`config.mk`:
```
export PLATFORM = sky130hd
export DESIGN_NAME = bbx_exec
export DESIGN_NICKNAME = d
export VERILOG_FILES = /design/src/inc/bbx_pkg.sv /design/src/verilog/bbx_exec.sv /design/src/verilog/bbx_decode.sv /design/src/verilog/bbx_alu.sv
export SDC_FILE = /design/constraint.sdc
export NUM_CORES = 1
export LEC_CHECK = 0
export ABC_AREA = 1
export BUFFER_PORTS_ARGS = -buffer_cell sky130_fd_sc_hd__buf_4
export CAP_MARGIN = 10
export CORE_MARGIN = 1
export CORE_UTILIZATION = 45
export CTS_BUF_LIST = sky130_fd_sc_hd__clkbuf_4
export DETAILED_ROUTE_END_ITERATION = 12
export GPL_TIMING_DRIVEN = 0
export PLACE_DENSITY = 0.67
export RECOVER_POWER = 100
export SYNTH_ARGS = -nofsm -noshare
export SYNTH_HDL_FRONTEND = slang
export SYNTH_SLANG_ARGS = --single-unit
```
`constraint.sdc`:
```
create_clock -name core_clk_i -period 3 [get_ports core_clk_i]
set_input_delay 0.6 -clock core_clk_i [delete_from_list [all_inputs] [get_ports core_clk_i]]
set_output_delay 0.6 -clock core_clk_i [all_outputs]
set_load 0.005 [all_outputs]
```
`src/inc/bbx_pkg.sv`:
```
// Package for the bit-test branch and bit-set execution block.
// Assumes a core bus with one bus cycle per core clock.
package bbx_pkg;
	localparam logic [7:0]  OPC_BRC_DIR  = 8'h13;
	localparam logic [7:0]  OPC_BRC_IDX  = 8'h1F;
	localparam logic [7:0]  OPC_BRS_DIR  = 8'h12;
	localparam logic [7:0]  OPC_BRS_IDX  = 8'h1E;
	localparam logic [7:0]  OPC_NEVER    = 8'h21;
	localparam logic [7:0]  OPC_SET_DIR  = 8'h14;
	localparam logic [7:0]  OPC_SET_IDX  = 8'h1C;
	localparam logic [7:0]  OPC_PRE_Y    = 8'h18;
	localparam logic [15:0] IDLE_ADDR    = 16'hFFFF;
	localparam logic [15:0] PC_RESET     = 16'h0000;
	localparam logic [15:0] BR_OFS_NORM  = 16'h0004;
	localparam logic [15:0] BR_OFS_PRE   = 16'h0005;
	localparam logic [15:0] NEVER_LEN    = 16'h0002;
	localparam logic [15:0] ONE16        = 16'h0001;
	localparam int          CC_N         = 3;
	localparam int          CC_Z         = 2;
	localparam int          CC_V         = 1;
	localparam logic [7:0]  CC_RESET     = 8'h00;

	typedef enum logic [2:0]
	{
		BBX_K_NONE,
		BBX_K_CLR,
		BBX_K_SET,
		BBX_K_NEVER,
		BBX_K_MSET
	} bbx_kind_t;

	typedef struct packed
	{
		logic [15:0] addr;
		logic        rd;
		logic [7:0]  wdata;
	} bbx_bus_t;

	typedef struct packed
	{
		bbx_kind_t kind;
		logic      indexed;
	} bbx_dec_t;
endpackage : bbx_pkg

```
`src/verilog/bbx_exec.sv`:
```
// Sequencer for bit-test branches, never-branch and memory bit-set.
// Assumes memory returns read data in the same cycle as the address.
`timescale 1ns/1ps
// Notes on behaviour
// - Clear-branch taken when operand AND mask zero
// - Set-branch taken when inverted operand AND mask zero
// - Target is op plus 4, or 5, plus offset
// - Clear-branch opcodes 13, 1F, prebyte 18 1F
// - Set-branch opcodes 12, 1E, prebyte 18 1E
// - Never-branch: three cycles, PC plus two
// - Opcode 21 is never-branch with offset byte
// - Bit-set ORs mask into memory, writes back
// - Zero mask bits leave memory bits unchanged
// - Prebyte bit-set takes mask from byte 3
// - Bit-set: N from bit 7, V cleared
// - Bit-set: Z set when result is zero
// - Bit-set opcodes 14, 1C; final cycle writes
module bbx_exec
	import bbx_pkg::*;
(
	// Clock and reset
	input  wire logic        core_clk_i,
	input  wire logic        rstn_i,
	// Core bus
	output bbx_bus_t         bus_o,
	input  wire logic [7:0]  rdata_i,
	// Index registers
	input  wire logic [15:0] x_idx_i,
	input  wire logic [15:0] y_idx_i,
	// Program state
	output logic [15:0]      pc_o,
	output logic [7:0]       condition_code_reg_o,
	output logic             illegal_o
);
	typedef enum logic [3:0]
	{
		S_OPC, S_PRE, S_ADR, S_IDL1, S_RD, S_MSK, S_REL, S_IDLE_END,
		S_IDL2, S_WR, S_NREL, S_NIDLE
	} bbx_state_t;

	bbx_state_t  state_reg;
	bbx_dec_t    dec_reg;
	bbx_dec_t    dec_now;
	logic        pre_reg;
	logic [15:0] op_reg;
	logic [15:0] ea_reg;
	logic [7:0]  oper_reg;
	logic [7:0]  mask_reg;
	logic [7:0]  rel_reg;
	logic [15:0] pc_reg;
	logic [7:0]  ccr_reg;
	logic        illegal_reg;
	logic [7:0]  opc_sel;
	logic        clr_hit;
	logic        set_hit;
	logic [7:0]  result;
	logic        neg;
	logic        zero;
	logic        taken;

	function automatic logic [15:0] sext8(input logic [7:0] v);
		sext8 = {{8{v[7]}}, v};
	endfunction : sext8

	assign opc_sel = rdata_i;

	bbx_decode u_dec
	(
		.opc_i (opc_sel),
		.dec_o (dec_now)
	);

	bbx_alu u_alu
	(
		.oper_i    (oper_reg),
		.mask_i    (mask_reg),
		.clr_hit_o (clr_hit),
		.set_hit_o (set_hit),
		.result_o  (result),
		.neg_o     (neg),
		.zero_o    (zero)
	);

	assign taken = (dec_reg.kind == BBX_K_CLR) ? clr_hit : set_hit;

	// Bus address and direction per state
	always_comb
	begin
		bus_o.rd    = 1'b1;
		bus_o.wdata = 8'h00;
		case (state_reg)
			S_OPC:  bus_o.addr = pc_reg;
			S_PRE:  bus_o.addr = op_reg + ONE16;
			S_ADR:  bus_o.addr = pre_reg ? op_reg + 16'h0002
				: op_reg + ONE16;
			S_RD:   bus_o.addr = ea_reg;
			S_MSK:  bus_o.addr = pre_reg ? op_reg + 16'h0003
				: op_reg + 16'h0002;
			S_REL:  bus_o.addr = pre_reg ? op_reg + 16'h0004
				: op_reg + 16'h0003;
			S_NREL: bus_o.addr = op_reg + ONE16;
			S_WR:
			begin
				bus_o.addr  = ea_reg;
				bus_o.rd    = 1'b0;
				bus_o.wdata = result;
			end
			default: bus_o.addr = IDLE_ADDR;
		endcase
	end

	// Sequencing
	always_ff @(posedge core_clk_i)
	begin
		if (!rstn_i)
		begin
			state_reg <= S_OPC;
			pre_reg   <= 1'b0;
			dec_reg   <= '{kind: BBX_K_NONE, indexed: 1'b0};
		end
		else
		begin
			case (state_reg)
				S_OPC:
				begin
					pre_reg <= (rdata_i == OPC_PRE_Y);
					dec_reg <= dec_now;
					if (rdata_i == OPC_PRE_Y)
						state_reg <= S_PRE;
					else if (dec_now.kind == BBX_K_NEVER)
						state_reg <= S_NREL;
					else if (dec_now.kind != BBX_K_NONE)
						state_reg <= S_ADR;
				end
				S_PRE:
				begin
					dec_reg <= dec_now;
					if (dec_now.indexed && dec_now.kind != BBX_K_NEVER
						&& dec_now.kind != BBX_K_NONE)
						state_reg <= S_ADR;
					else
						state_reg <= S_OPC;
				end
				S_ADR:  state_reg <= dec_reg.indexed ? S_IDL1 : S_RD;
				S_IDL1: state_reg <= S_RD;
				S_RD:   state_reg <= S_MSK;
				S_MSK:  state_reg <= (dec_reg.kind == BBX_K_MSET)
					? S_IDL2 : S_REL;
				S_REL:  state_reg <= S_IDLE_END;
				S_IDL2: state_reg <= S_WR;
				S_NREL: state_reg <= S_NIDLE;
				default: state_reg <= S_OPC;
			endcase
		end
	end

	// Operand capture
	always_ff @(posedge core_clk_i)
	begin
		if (!rstn_i)
		begin
			op_reg   <= PC_RESET;
			ea_reg   <= 16'h0000;
			oper_reg <= 8'h00;
			mask_reg <= 8'h00;
			rel_reg  <= 8'h00;
		end
		else
		begin
			case (state_reg)
				S_OPC: op_reg <= pc_reg;
				S_ADR:
					if (!dec_reg.indexed)
						ea_reg <= {8'h00, rdata_i};
					else if (pre_reg)
						ea_reg <= y_idx_i + {8'h00, rdata_i};
					else
						ea_reg <= x_idx_i + {8'h00, rdata_i};
				S_RD:   oper_reg <= rdata_i;
				S_MSK:  mask_reg <= rdata_i;
				S_REL:  rel_reg  <= rdata_i;
				S_NREL: rel_reg  <= rdata_i;
				default: ;
			endcase
		end
	end

	// Program counter
	always_ff @(posedge core_clk_i)
	begin
		if (!rstn_i)
			pc_reg <= PC_RESET;
		else if (state_reg == S_NIDLE)
			pc_reg <= op_reg + NEVER_LEN;
		else if (state_reg == S_IDLE_END)
		begin
			if (taken)
				pc_reg <= op_reg + (pre_reg ? BR_OFS_PRE : BR_OFS_NORM)
					+ sext8(rel_reg);
			else
				pc_reg <= op_reg + (pre_reg ? BR_OFS_PRE : BR_OFS_NORM);
		end
		else if (state_reg == S_WR)
			pc_reg <= op_reg + (pre_reg ? 16'h0004 : 16'h0003);
		else if (state_reg == S_OPC && dec_now.kind == BBX_K_NONE
			&& rdata_i != OPC_PRE_Y)
			pc_reg <= pc_reg + ONE16;
		else if (state_reg == S_PRE && state_reg != S_ADR
			&& !(dec_now.indexed && dec_now.kind != BBX_K_NEVER
			&& dec_now.kind != BBX_K_NONE))
			pc_reg <= op_reg + 16'h0002;
	end

	// Condition codes, changed only by bit-set
	always_ff @(posedge core_clk_i)
	begin
		if (!rstn_i)
			ccr_reg <= CC_RESET;
		else if (state_reg == S_WR)
		begin
			ccr_reg[CC_N] <= neg;
			ccr_reg[CC_Z] <= zero;
			ccr_reg[CC_V] <= 1'b0;
		end
	end

	// Unhandled opcode flag
	always_ff @(posedge core_clk_i)
	begin
		if (!rstn_i)
			illegal_reg <= 1'b0;
		else
			illegal_reg <= (state_reg == S_OPC && dec_now.kind == BBX_K_NONE
				&& rdata_i != OPC_PRE_Y);
	end

	assign pc_o                 = pc_reg;
	assign condition_code_reg_o = ccr_reg;
	assign illegal_o            = illegal_reg;

	a_idle_reads: assert property (
		@(posedge core_clk_i) disable iff (!rstn_i)
		(state_reg == S_IDL1 || state_reg == S_IDL2 || state_reg == S_IDLE_END
		|| state_reg == S_NIDLE) |-> (bus_o.rd && bus_o.addr == IDLE_ADDR))
		else $error("idle cycle not a read of FFFF");
	a_branch_flags: assert property (
		@(posedge core_clk_i) disable iff (!rstn_i)
		(state_reg == S_IDLE_END || state_reg == S_NIDLE)
		|=> $stable(ccr_reg))
		else $error("branch altered flags");
	a_never_len: assert property (
		@(posedge core_clk_i) disable iff (!rstn_i)
		(state_reg == S_OPC && rdata_i == OPC_NEVER)
		|=> ##1 state_reg == S_NIDLE ##1 (pc_reg == $past(pc_reg, 3) + 16'h0002))
		else $error("never-branch wrong length");
	a_set_write: assert property (
		@(posedge core_clk_i) disable iff (!rstn_i)
		(!bus_o.rd) |-> (bus_o.wdata == (oper_reg | mask_reg)))
		else $error("bit-set write value wrong");
	a_set_keep: assert property (
		@(posedge core_clk_i) disable iff (!rstn_i)
		(!bus_o.rd) |-> ((bus_o.wdata & ~mask_reg) == (oper_reg & ~mask_reg)))
		else $error("unmasked bit changed");
	a_set_flags: assert property (
		@(posedge core_clk_i) disable iff (!rstn_i)
		(!bus_o.rd) |=> (ccr_reg[CC_N] == $past(bus_o.wdata[7])
		&& !ccr_reg[CC_V]
		&& ccr_reg[CC_Z] == ($past(bus_o.wdata) == 8'h00)))
		else $error("bit-set flags wrong");
	a_clr_taken: assert property (
		@(posedge core_clk_i) disable iff (!rstn_i)
		(state_reg == S_IDLE_END && dec_reg.kind == BBX_K_CLR
		&& (oper_reg & mask_reg) == 8'h00 && !pre_reg)
		|=> pc_reg == $past(op_reg) + 16'h0004 + sext8($past(rel_reg)))
		else $error("clear-branch target wrong");
	a_set_taken: assert property (
		@(posedge core_clk_i) disable iff (!rstn_i)
		(state_reg == S_IDLE_END && dec_reg.kind == BBX_K_SET
		&& (~oper_reg & mask_reg) == 8'h00 && pre_reg)
		|=> pc_reg == $past(op_reg) + 16'h0005 + sext8($past(rel_reg)))
		else $error("set-branch target wrong");
	a_clr_miss: assert property (
		@(posedge core_clk_i) disable iff (!rstn_i)
		(state_reg == S_IDLE_END && dec_reg.kind == BBX_K_CLR
		&& (oper_reg & mask_reg) != 8'h00)
		|=> pc_reg == $past(op_reg) + ($past(pre_reg) ? 16'h0005 : 16'h0004))
		else $error("clear-branch taken wrongly");
	a_set_miss: assert property (
		@(posedge core_clk_i) disable iff (!rstn_i)
		(state_reg == S_IDLE_END && dec_reg.kind == BBX_K_SET
		&& (~oper_reg & mask_reg) != 8'h00)
		|=> pc_reg == $past(op_reg) + ($past(pre_reg) ? 16'h0005 : 16'h0004))
		else $error("set-branch taken wrongly");
	a_direct_page: assert property (
		@(posedge core_clk_i) disable iff (!rstn_i)
		(state_reg == S_RD && !dec_reg.indexed)
		|-> (bus_o.addr == {8'h00, $past(rdata_i)}))
		else $error("direct address not zero page");
	a_index_sum: assert property (
		@(posedge core_clk_i) disable iff (!rstn_i)
		(state_reg == S_RD && dec_reg.indexed) |-> (bus_o.addr ==
		(pre_reg ? $past(y_idx_i, 2) : $past(x_idx_i, 2))
		+ {8'h00, $past(rdata_i, 2)}))
		else $error("indexed address wrong");
	a_never_seq: assert property (
		@(posedge core_clk_i) disable iff (!rstn_i)
		(state_reg == S_OPC && rdata_i == OPC_NEVER)
		|=> (bus_o.addr == $past(pc_reg) + ONE16) ##1 (bus_o.addr == IDLE_ADDR)
		##1 (state_reg == S_OPC && ccr_reg == $past(ccr_reg, 3)))
		else $error("never-branch bus order wrong");
	a_mask_pos: assert property (
		@(posedge core_clk_i) disable iff (!rstn_i)
		(state_reg == S_PRE && dec_now.kind == BBX_K_MSET && dec_now.indexed)
		|=> ##3 (bus_o.addr == $past(pc_reg, 4) + 16'h0003)
		##1 (mask_reg == $past(rdata_i)))
		else $error("prebyte mask fetched from wrong byte");
	a_set_wrpos: assert property (
		@(posedge core_clk_i) disable iff (!rstn_i)
		(state_reg == S_RD && dec_reg.kind == BBX_K_MSET)
		|=> ##2 (!bus_o.rd && bus_o.addr == $past(bus_o.addr, 3)))
		else $error("bit-set write not at operand address");
	a_illegal_skip: assert property (
		@(posedge core_clk_i) disable iff (!rstn_i)
		(state_reg == S_OPC && dec_now.kind == BBX_K_NONE
		&& rdata_i != OPC_PRE_Y)
		|=> (illegal_o && pc_reg == $past(pc_reg) + ONE16))
		else $error("unhandled opcode not skipped");
endmodule : bbx_exec

```
`src/verilog/bbx_decode.sv`:
```
// Opcode decoder for the handled instructions.
// Assumes the opcode byte comes straight from the bus read data, uncaptured.
`timescale 1ns/1ps
module bbx_decode
	import bbx_pkg::*;
(
	// Opcode in
	input  wire logic [7:0] opc_i,
	// Decoded kind
	output bbx_dec_t        dec_o
);
	always_comb
	begin
		dec_o.indexed = 1'b0;
		case (opc_i)
			OPC_BRC_DIR: dec_o.kind = BBX_K_CLR;
			OPC_BRC_IDX:
			begin
				dec_o.kind    = BBX_K_CLR;
				dec_o.indexed = 1'b1;
			end
			OPC_BRS_DIR: dec_o.kind = BBX_K_SET;
			OPC_BRS_IDX:
			begin
				dec_o.kind    = BBX_K_SET;
				dec_o.indexed = 1'b1;
			end
			OPC_NEVER:   dec_o.kind = BBX_K_NEVER;
			OPC_SET_DIR: dec_o.kind = BBX_K_MSET;
			OPC_SET_IDX:
			begin
				dec_o.kind    = BBX_K_MSET;
				dec_o.indexed = 1'b1;
			end
			default:     dec_o.kind = BBX_K_NONE;
		endcase
	end
endmodule : bbx_decode

```
`src/verilog/bbx_alu.sv`:
```
// Mask test and bit-set arithmetic with flag results.
// Purely combinational; inputs come from registered operands.
`timescale 1ns/1ps
module bbx_alu
	import bbx_pkg::*;
(
	// Operands
	input  wire logic [7:0] oper_i,
	input  wire logic [7:0] mask_i,
	// Results
	output logic            clr_hit_o,
	output logic            set_hit_o,
	output logic [7:0]      result_o,
	output logic            neg_o,
	output logic            zero_o
);
	assign clr_hit_o = ((oper_i & mask_i) == 8'h00);
	assign set_hit_o = ((~oper_i & mask_i) == 8'h00);
	assign result_o  = oper_i | mask_i;
	assign neg_o     = result_o[7];
	assign zero_o    = (result_o == 8'h00);
endmodule : bbx_alu

```
### Yosys cells after proc, flatten, opt, wreduce, memory -nomap -nowiden

Index checks and enable logic that the tools add are counted.

| operators by class | value |
|---|---|
| bitwise logic cells | 4 |
| reductions and logical operators | 22 |
| multiplexer cells | 25 |
| equal/unequal tests | 26 |
| add/subtract/negate cells | 10 |

Operators with widths:

| kind | count |
|---|---|
| two-way mux 16 bit | 11 |
| case mux 16 bit (6 select lines) | 1 |
| equality test 8 x 5 -> 1 bit, second input constant | 7 |
| case mux 4 bit (9 select lines) | 1 |
| adder 16 x 1 -> 16 bit, second input constant | 2 |
| adder 16 x 2 -> 16 bit, second input constant | 2 |
| adder 16 x 3 -> 16 bit | 2 |
| adder 16 x 8 -> 16 bit | 2 |
| zero test 8 bit | 3 |
| adder 16 bit | 1 |
| adder 16 x 3 -> 16 bit, second input constant | 1 |
| AND 8 bit | 2 |
| equality test 4 x 3 -> 1 bit, second input constant | 4 |
| equality test 4 bit, second input constant | 4 |
| two-way mux 4 bit | 4 |
| OR reduction 2 bit | 7 |
| case mux 3 bit (4 select lines) | 1 |
| two-way mux 9 bit | 1 |
| equality test 4 x 2 -> 1 bit, second input constant | 2 |
| equality test 8 x 6 -> 1 bit, second input constant | 1 |
| != test 8 x 5 -> 1 bit, second input constant | 1 |
| inverter 8 bit | 1 |
| bitwise OR 8 bit | 1 |
| logical AND 1 bit | 6 |
| other kinds (16) | 19 |

| word-level totals | value |
|---|---|
| output and inout bits | 50 |
| word-level logic and storage cells | 99 |
| register bits after elaboration | 84 |

### Depth between registers and ports, before layout

| logic depth | value |
|---|---|
| depth after elaboration | 13 |
| depth in mapped cells | 24 |

### Modules after synthesis

From an unflattened synthesis, not the netlist that was laid out.

| unflattened totals | value |
|---|---|
| cells, all modules | 1,427 |
| area, all modules | 8,675.8 µm² |

Modules (own cells, without submodules):

| module | seq. area each (µm²) | cells an instance | area an instance (µm²) | times used |
|---|---|---|---|---|
| bbx_exec | 1,681.6 | 1,331 | 8,274.2 | 1 |
| bbx_alu | 0.0 | 61 | 247.7 | 1 |
| bbx_decode | 0.0 | 35 | 153.9 | 1 |

### Least setup slack after synthesis

No wires, ideal clock.

| timing | value |
|---|---|
| kind | register -> register |
| start | register pre_reg |
| end | register pc_reg[14] (netlist: pc_o[14]) |
| arrival time | 2.806 ns |
| cell stages (with the launch flop) | 20 |
| clock period less this slack | 2.915 ns |
| slack | 0.085 ns |
| path buffers | 3 |
| cell sequence | dfxtp_1 buf_4 inv_2 buf_2 buf_1 ha_1 inv_1 ha_1 fa_1 nand2_1 nand3_1 nand2_1 o21ai_0 nand3_1 nand3_1 nand3_1 nand2_1 nand3_1 nand2_1 inv_1 |

| between the ends | value |
|---|---|
| word-level cells in the longest chain between the ends | 6 |
| elaborated cells on any way between the ends | 9 |

Ends and longest elaborated chain:

| item | RTL line | source |
|---|---|---|
| from (decl) | bbx_exec.sv:44 | `logic pre_reg;` |
| from (signal assigned) | bbx_exec.sv:126 | `pre_reg <= (rdata_i == OPC_PRE_Y);` |
| two-way mux 1 bit | bbx_exec.sv:198, bbx_exec.sv:201 |  |
| adder 16 x 3 -> 16 bit | bbx_exec.sv:198, bbx_exec.sv:201 |  |
| adder 16 bit | bbx_exec.sv:199 | `+ sext8(rel_reg);` |
| two-way mux 16 bit | bbx_exec.sv:197 | `if (taken)` |
| two-way mux 16 bit (*) | bbx_exec.sv:195 | `else if (state_reg == S_IDLE_END)` |
| two-way mux 16 bit (*) | bbx_exec.sv:193 | `else if (state_reg == S_NIDLE)` |
| to (signal assigned) | bbx_exec.sv:194 | `pc_reg <= op_reg + NEVER_LEN;` |
| to (signal assigned) | bbx_exec.sv:198 | `pc_reg <= op_reg + (pre_reg ? BR_OFS_PRE : BR_OFS_NORM)` |
| to (signal assigned) | bbx_exec.sv:201 | `pc_reg <= op_reg + (pre_reg ? BR_OFS_PRE : BR_OFS_NORM);` |
| to (decl) | bbx_exec.sv:50 | `logic [15:0] pc_reg;` |

Every way passes the cells marked *; elsewhere a longest branch is shown, timed or not.
A chain may end at the register's enable or synchronous reset.

==> impl_results.md <==
* Outcome: finished with violations
* Failing checks: setup timing
* Post-synthesis xor/xnor area fraction at 6.18%
* Critical Path Fanout Max at 4
* Min-Delay Path Class: input port to flop
* Final Hold Violating Endpoints at 0
* Cell mode on critical path: buf_4
* Crit path launch: op_reg[2]
* Min cycle time layout at 3120 ps
* CTS Buffer Depth at 2
* Reg2Reg Setup Slack at around 60 ps
* Drt first pass iters at 7
* Initial Util at 46.7%
* Top-level port count at 92
* Slew @ Worst Pin at about 900 ps
* Max-slew headroom at 39.9%
* WL met2 at 15,200 um
* Placement row count at 49
* Filler cells at 1,854
* Gate Count Post-Synth at 1,445
* Later-pin clock latency in the skew report at 510 ps
* Synthesized area per cell at just under 6 um2
* Largest net degree at the start of global routing at 19
* Simple-gate share of the synthesized area at about a third
* Met1 Routed Length at 15,200 um
* Die H at 139 um
* Placer Congestion at 1.03
* Synth cell count leaders: nand2_1 (375), inv_1 (165), nor2_1 (145)
* Critical path cell sequence: buf_4 -> ha_4 -> inv_4 -> nor2_4 -> nand2_4 -> nor2_4 -> xor2_2 -> buf_4 -> a21oi_1 -> o21ai_0 -> nand4_1 -> buf_4
* Count of different cell masters after synthesis at 52
* Antenna-violating nets left at 0
* RSZ-0062 raised after global routing: true
* Hold_sp: rdata_i[0]
* Vias at 10,500
* Syn Std Cell Area at 8500 um2
* Ranking of synthesized cells by area: dfxtp_1 (20%), nand2_1 (17%), inv_1 (7.3%), o21ai_0 (6.9%), a21oi_1 (6.6%)
* Slowest stage cell, crit path: dfxtp_4
* GRT overflow at 0
* Adder-cell share of the synthesized area at roughly 6.2%
* Top FF cell, synth: dfxtp_1
* CP Data Arrival Time at between 2000 and 3000 ps
* Total CTS buffers at 9
* Area of the core at 18,200 um2
* Max_cap viols at 0
* Final setup margin at -119 ps
* Fin Clk Skew at 27.0 ps
* Reg area at around 1700 um2
* First-pass GRT wire length at 53,200 um
* Cell taking the most area after synthesis: dfxtp_1
* Kind of critical path: flop to output pin
* Area grow syn2layout at 29.1%
* Cell with the most instances after synthesis: nand2_1
* Compound-Gate Fraction of Synth Area at 20.9%
* Main combinational cell family by area after synthesis: simple AND/OR/NAND/NOR gates
* Die Area at 19,400 um2
* Vias in the first global route at 9,355
* WL final at 35,300 um
* Pwr dens at 677 nW/um2
* Port Buf Inserts at 85
* Largest stage delay, worst path at between 400 and 500 ps
* Aggregate global-route resource usage at 35.8%
* Final setup viols at 8
* Multi-input logic area at 6620 um2
* Worst reg2reg startpoint: op_reg[2]
* EDFF count, synth at 0
* Die Wd at 139 um
* Reg clk slew, reported paths at 170 ps
* Max H-tree Level at 3
* CTS sink cnt at 84
* Met3 WL at 3140 um
* Hold Path Sink: ea_reg[0]
* Seq cells post-synth at 84
* Clock root cell: clkbuf_4
* Final net count at between 1,500 and 2,000
* Detailed-route DRC error count at 0
* WHS Path Cells at 3
* Multiplexer area fraction after synthesis at 0.118%
* Pleak at 0.00499 uW
* Fin. max-slew vios at 0
* Initial DRC count at 1,282
* Sequential fraction of the synthesis area at 19.8%
* Req. time, crit path at 2400 ps
* WL per Instance at 19.2 um
* R2R cell count at 22
* Share of cells above drive strength 1 at about a quarter
* WHS at 384 ps
* Initial antenna violation count at 1
* FFs w/ async S/R, synth at 0%
* Final period util at 104%
* Final Core Density at 60.3%
* Max VDD drop at 0.000310 V
* Yosys Warn Count at 0
* Vias per std cell at 5.69
* Highest routed layer: met4
* Pre-CTS setup slack at -805 ps
* Post-DP HPWL at roughly 27,000 um
* TritonCTS clock tree: yes
* Crit path capture type: output pin
* Setup crit start kind: flop
* Fmax at 321 MHz
* Worst r2r dst: pc_o[15]
* Yosys top cell area share at 19.8%
[placed cells by master (no fill, tap or decap), types with 19 or more instances in the layout]
master	n
a21oi_1	103
buf_4	133
clkbuf_4	31
dfxtp_1	69
ha_1	21
inv_1	148
inv_2	29
nand2_1	350
nand2_2	22
nand3_1	97
nor2_1	120
nor2_2	25
nor2_4	19
o211ai_1	21
o21ai_0	114
xor2_1	33
[metal layers]
| layer | global-route usage, % | vias to the layer above |
|---|---|---|
| met5 | 0 | - |
| met4 | 16.9 | 0 |
| met3 | 4.09 | 90 |
| met1 | 49.1 | 4794 |
| li1 | - | 5025 |
| met2 | 56.0 | 546 |
[what timing repair did]
item | in CTS | in global routing
hold endpoints to repair | 0 | 0
hold buffers | 0 | 0
setup endpoints to repair | 43 | 37
gates cloned | 0 | 0
gates resized for setup | 125 | 136
setup buffers | 29 | 26
pin swaps | 17 | 43
[report_power, final]
group | total (uW) | switching [uW] | internal, uW
clock | 721 | 521 | 200
sequential | 1640 | 272 | 1370
combinational | 5070 | 3240 | 1830
[cells by family after synthesis]
group | after synthesis
simple gates | 697
compound gates | 316
buf+inv | 246
flops | 84
xor+xnor | 60
fa+ha+maj | 40
other cells | 1
mux | 1
[through the flow]
step / area [um2] / TNS [ps] / instances / total power (uW)
after floorplan: 8520 / 0 / 1450 / 4300
after global placement: 9450 / -12730 / 1764 / 5870
after detailed placement: 9450 / -12530 / 1764 / 5870
after CTS: 10300 / -33.7 / 1808 / 6970
after global routing: 11000 / -2310 / 1835 / 7870
final: 11000 / -344 / 1836 / 7430
[area by class of cell]
class,instances,area share [%]
clock inverters,7,0.695
diodes,2,0.0456
repair buffers,140,9.64
multi-input cells,1120,60.3
clock buffers,9,0.615
inverters,187,6.68
plain buffers,58,3.81
flip-flops and latches,84,15.6
well taps,229,2.61
[critical path, delay by kind of cell, from the launching register on]
| kind | cells | cell delay (ps) |
|---|---|---|
| AO/OA/AOI/OAI | 2 | 120 |
| AND/OR/NAND/NOR | 4 | 500 |
| XOR/XNOR | 1 | 270 |
| buffers and inverters | 4 | 530 |
| adder cells (fa/ha/maj) | 1 | 160 |
| flip-flops | 1 | 430 |
[worst max path at each step]
stage,end,slack (ps),cells past startpoint
after global placement,pc_o[14],-770,19
after floorplan,pc_o[14],90,19
after global routing,pc_o[15],-150,22
after detailed placement,pc_o[14],-810,19
after CTS,bus_o[16],-10,9
final,bus_o[24],-120,12
No activity file was read; power rests on OpenSTA's default activity.
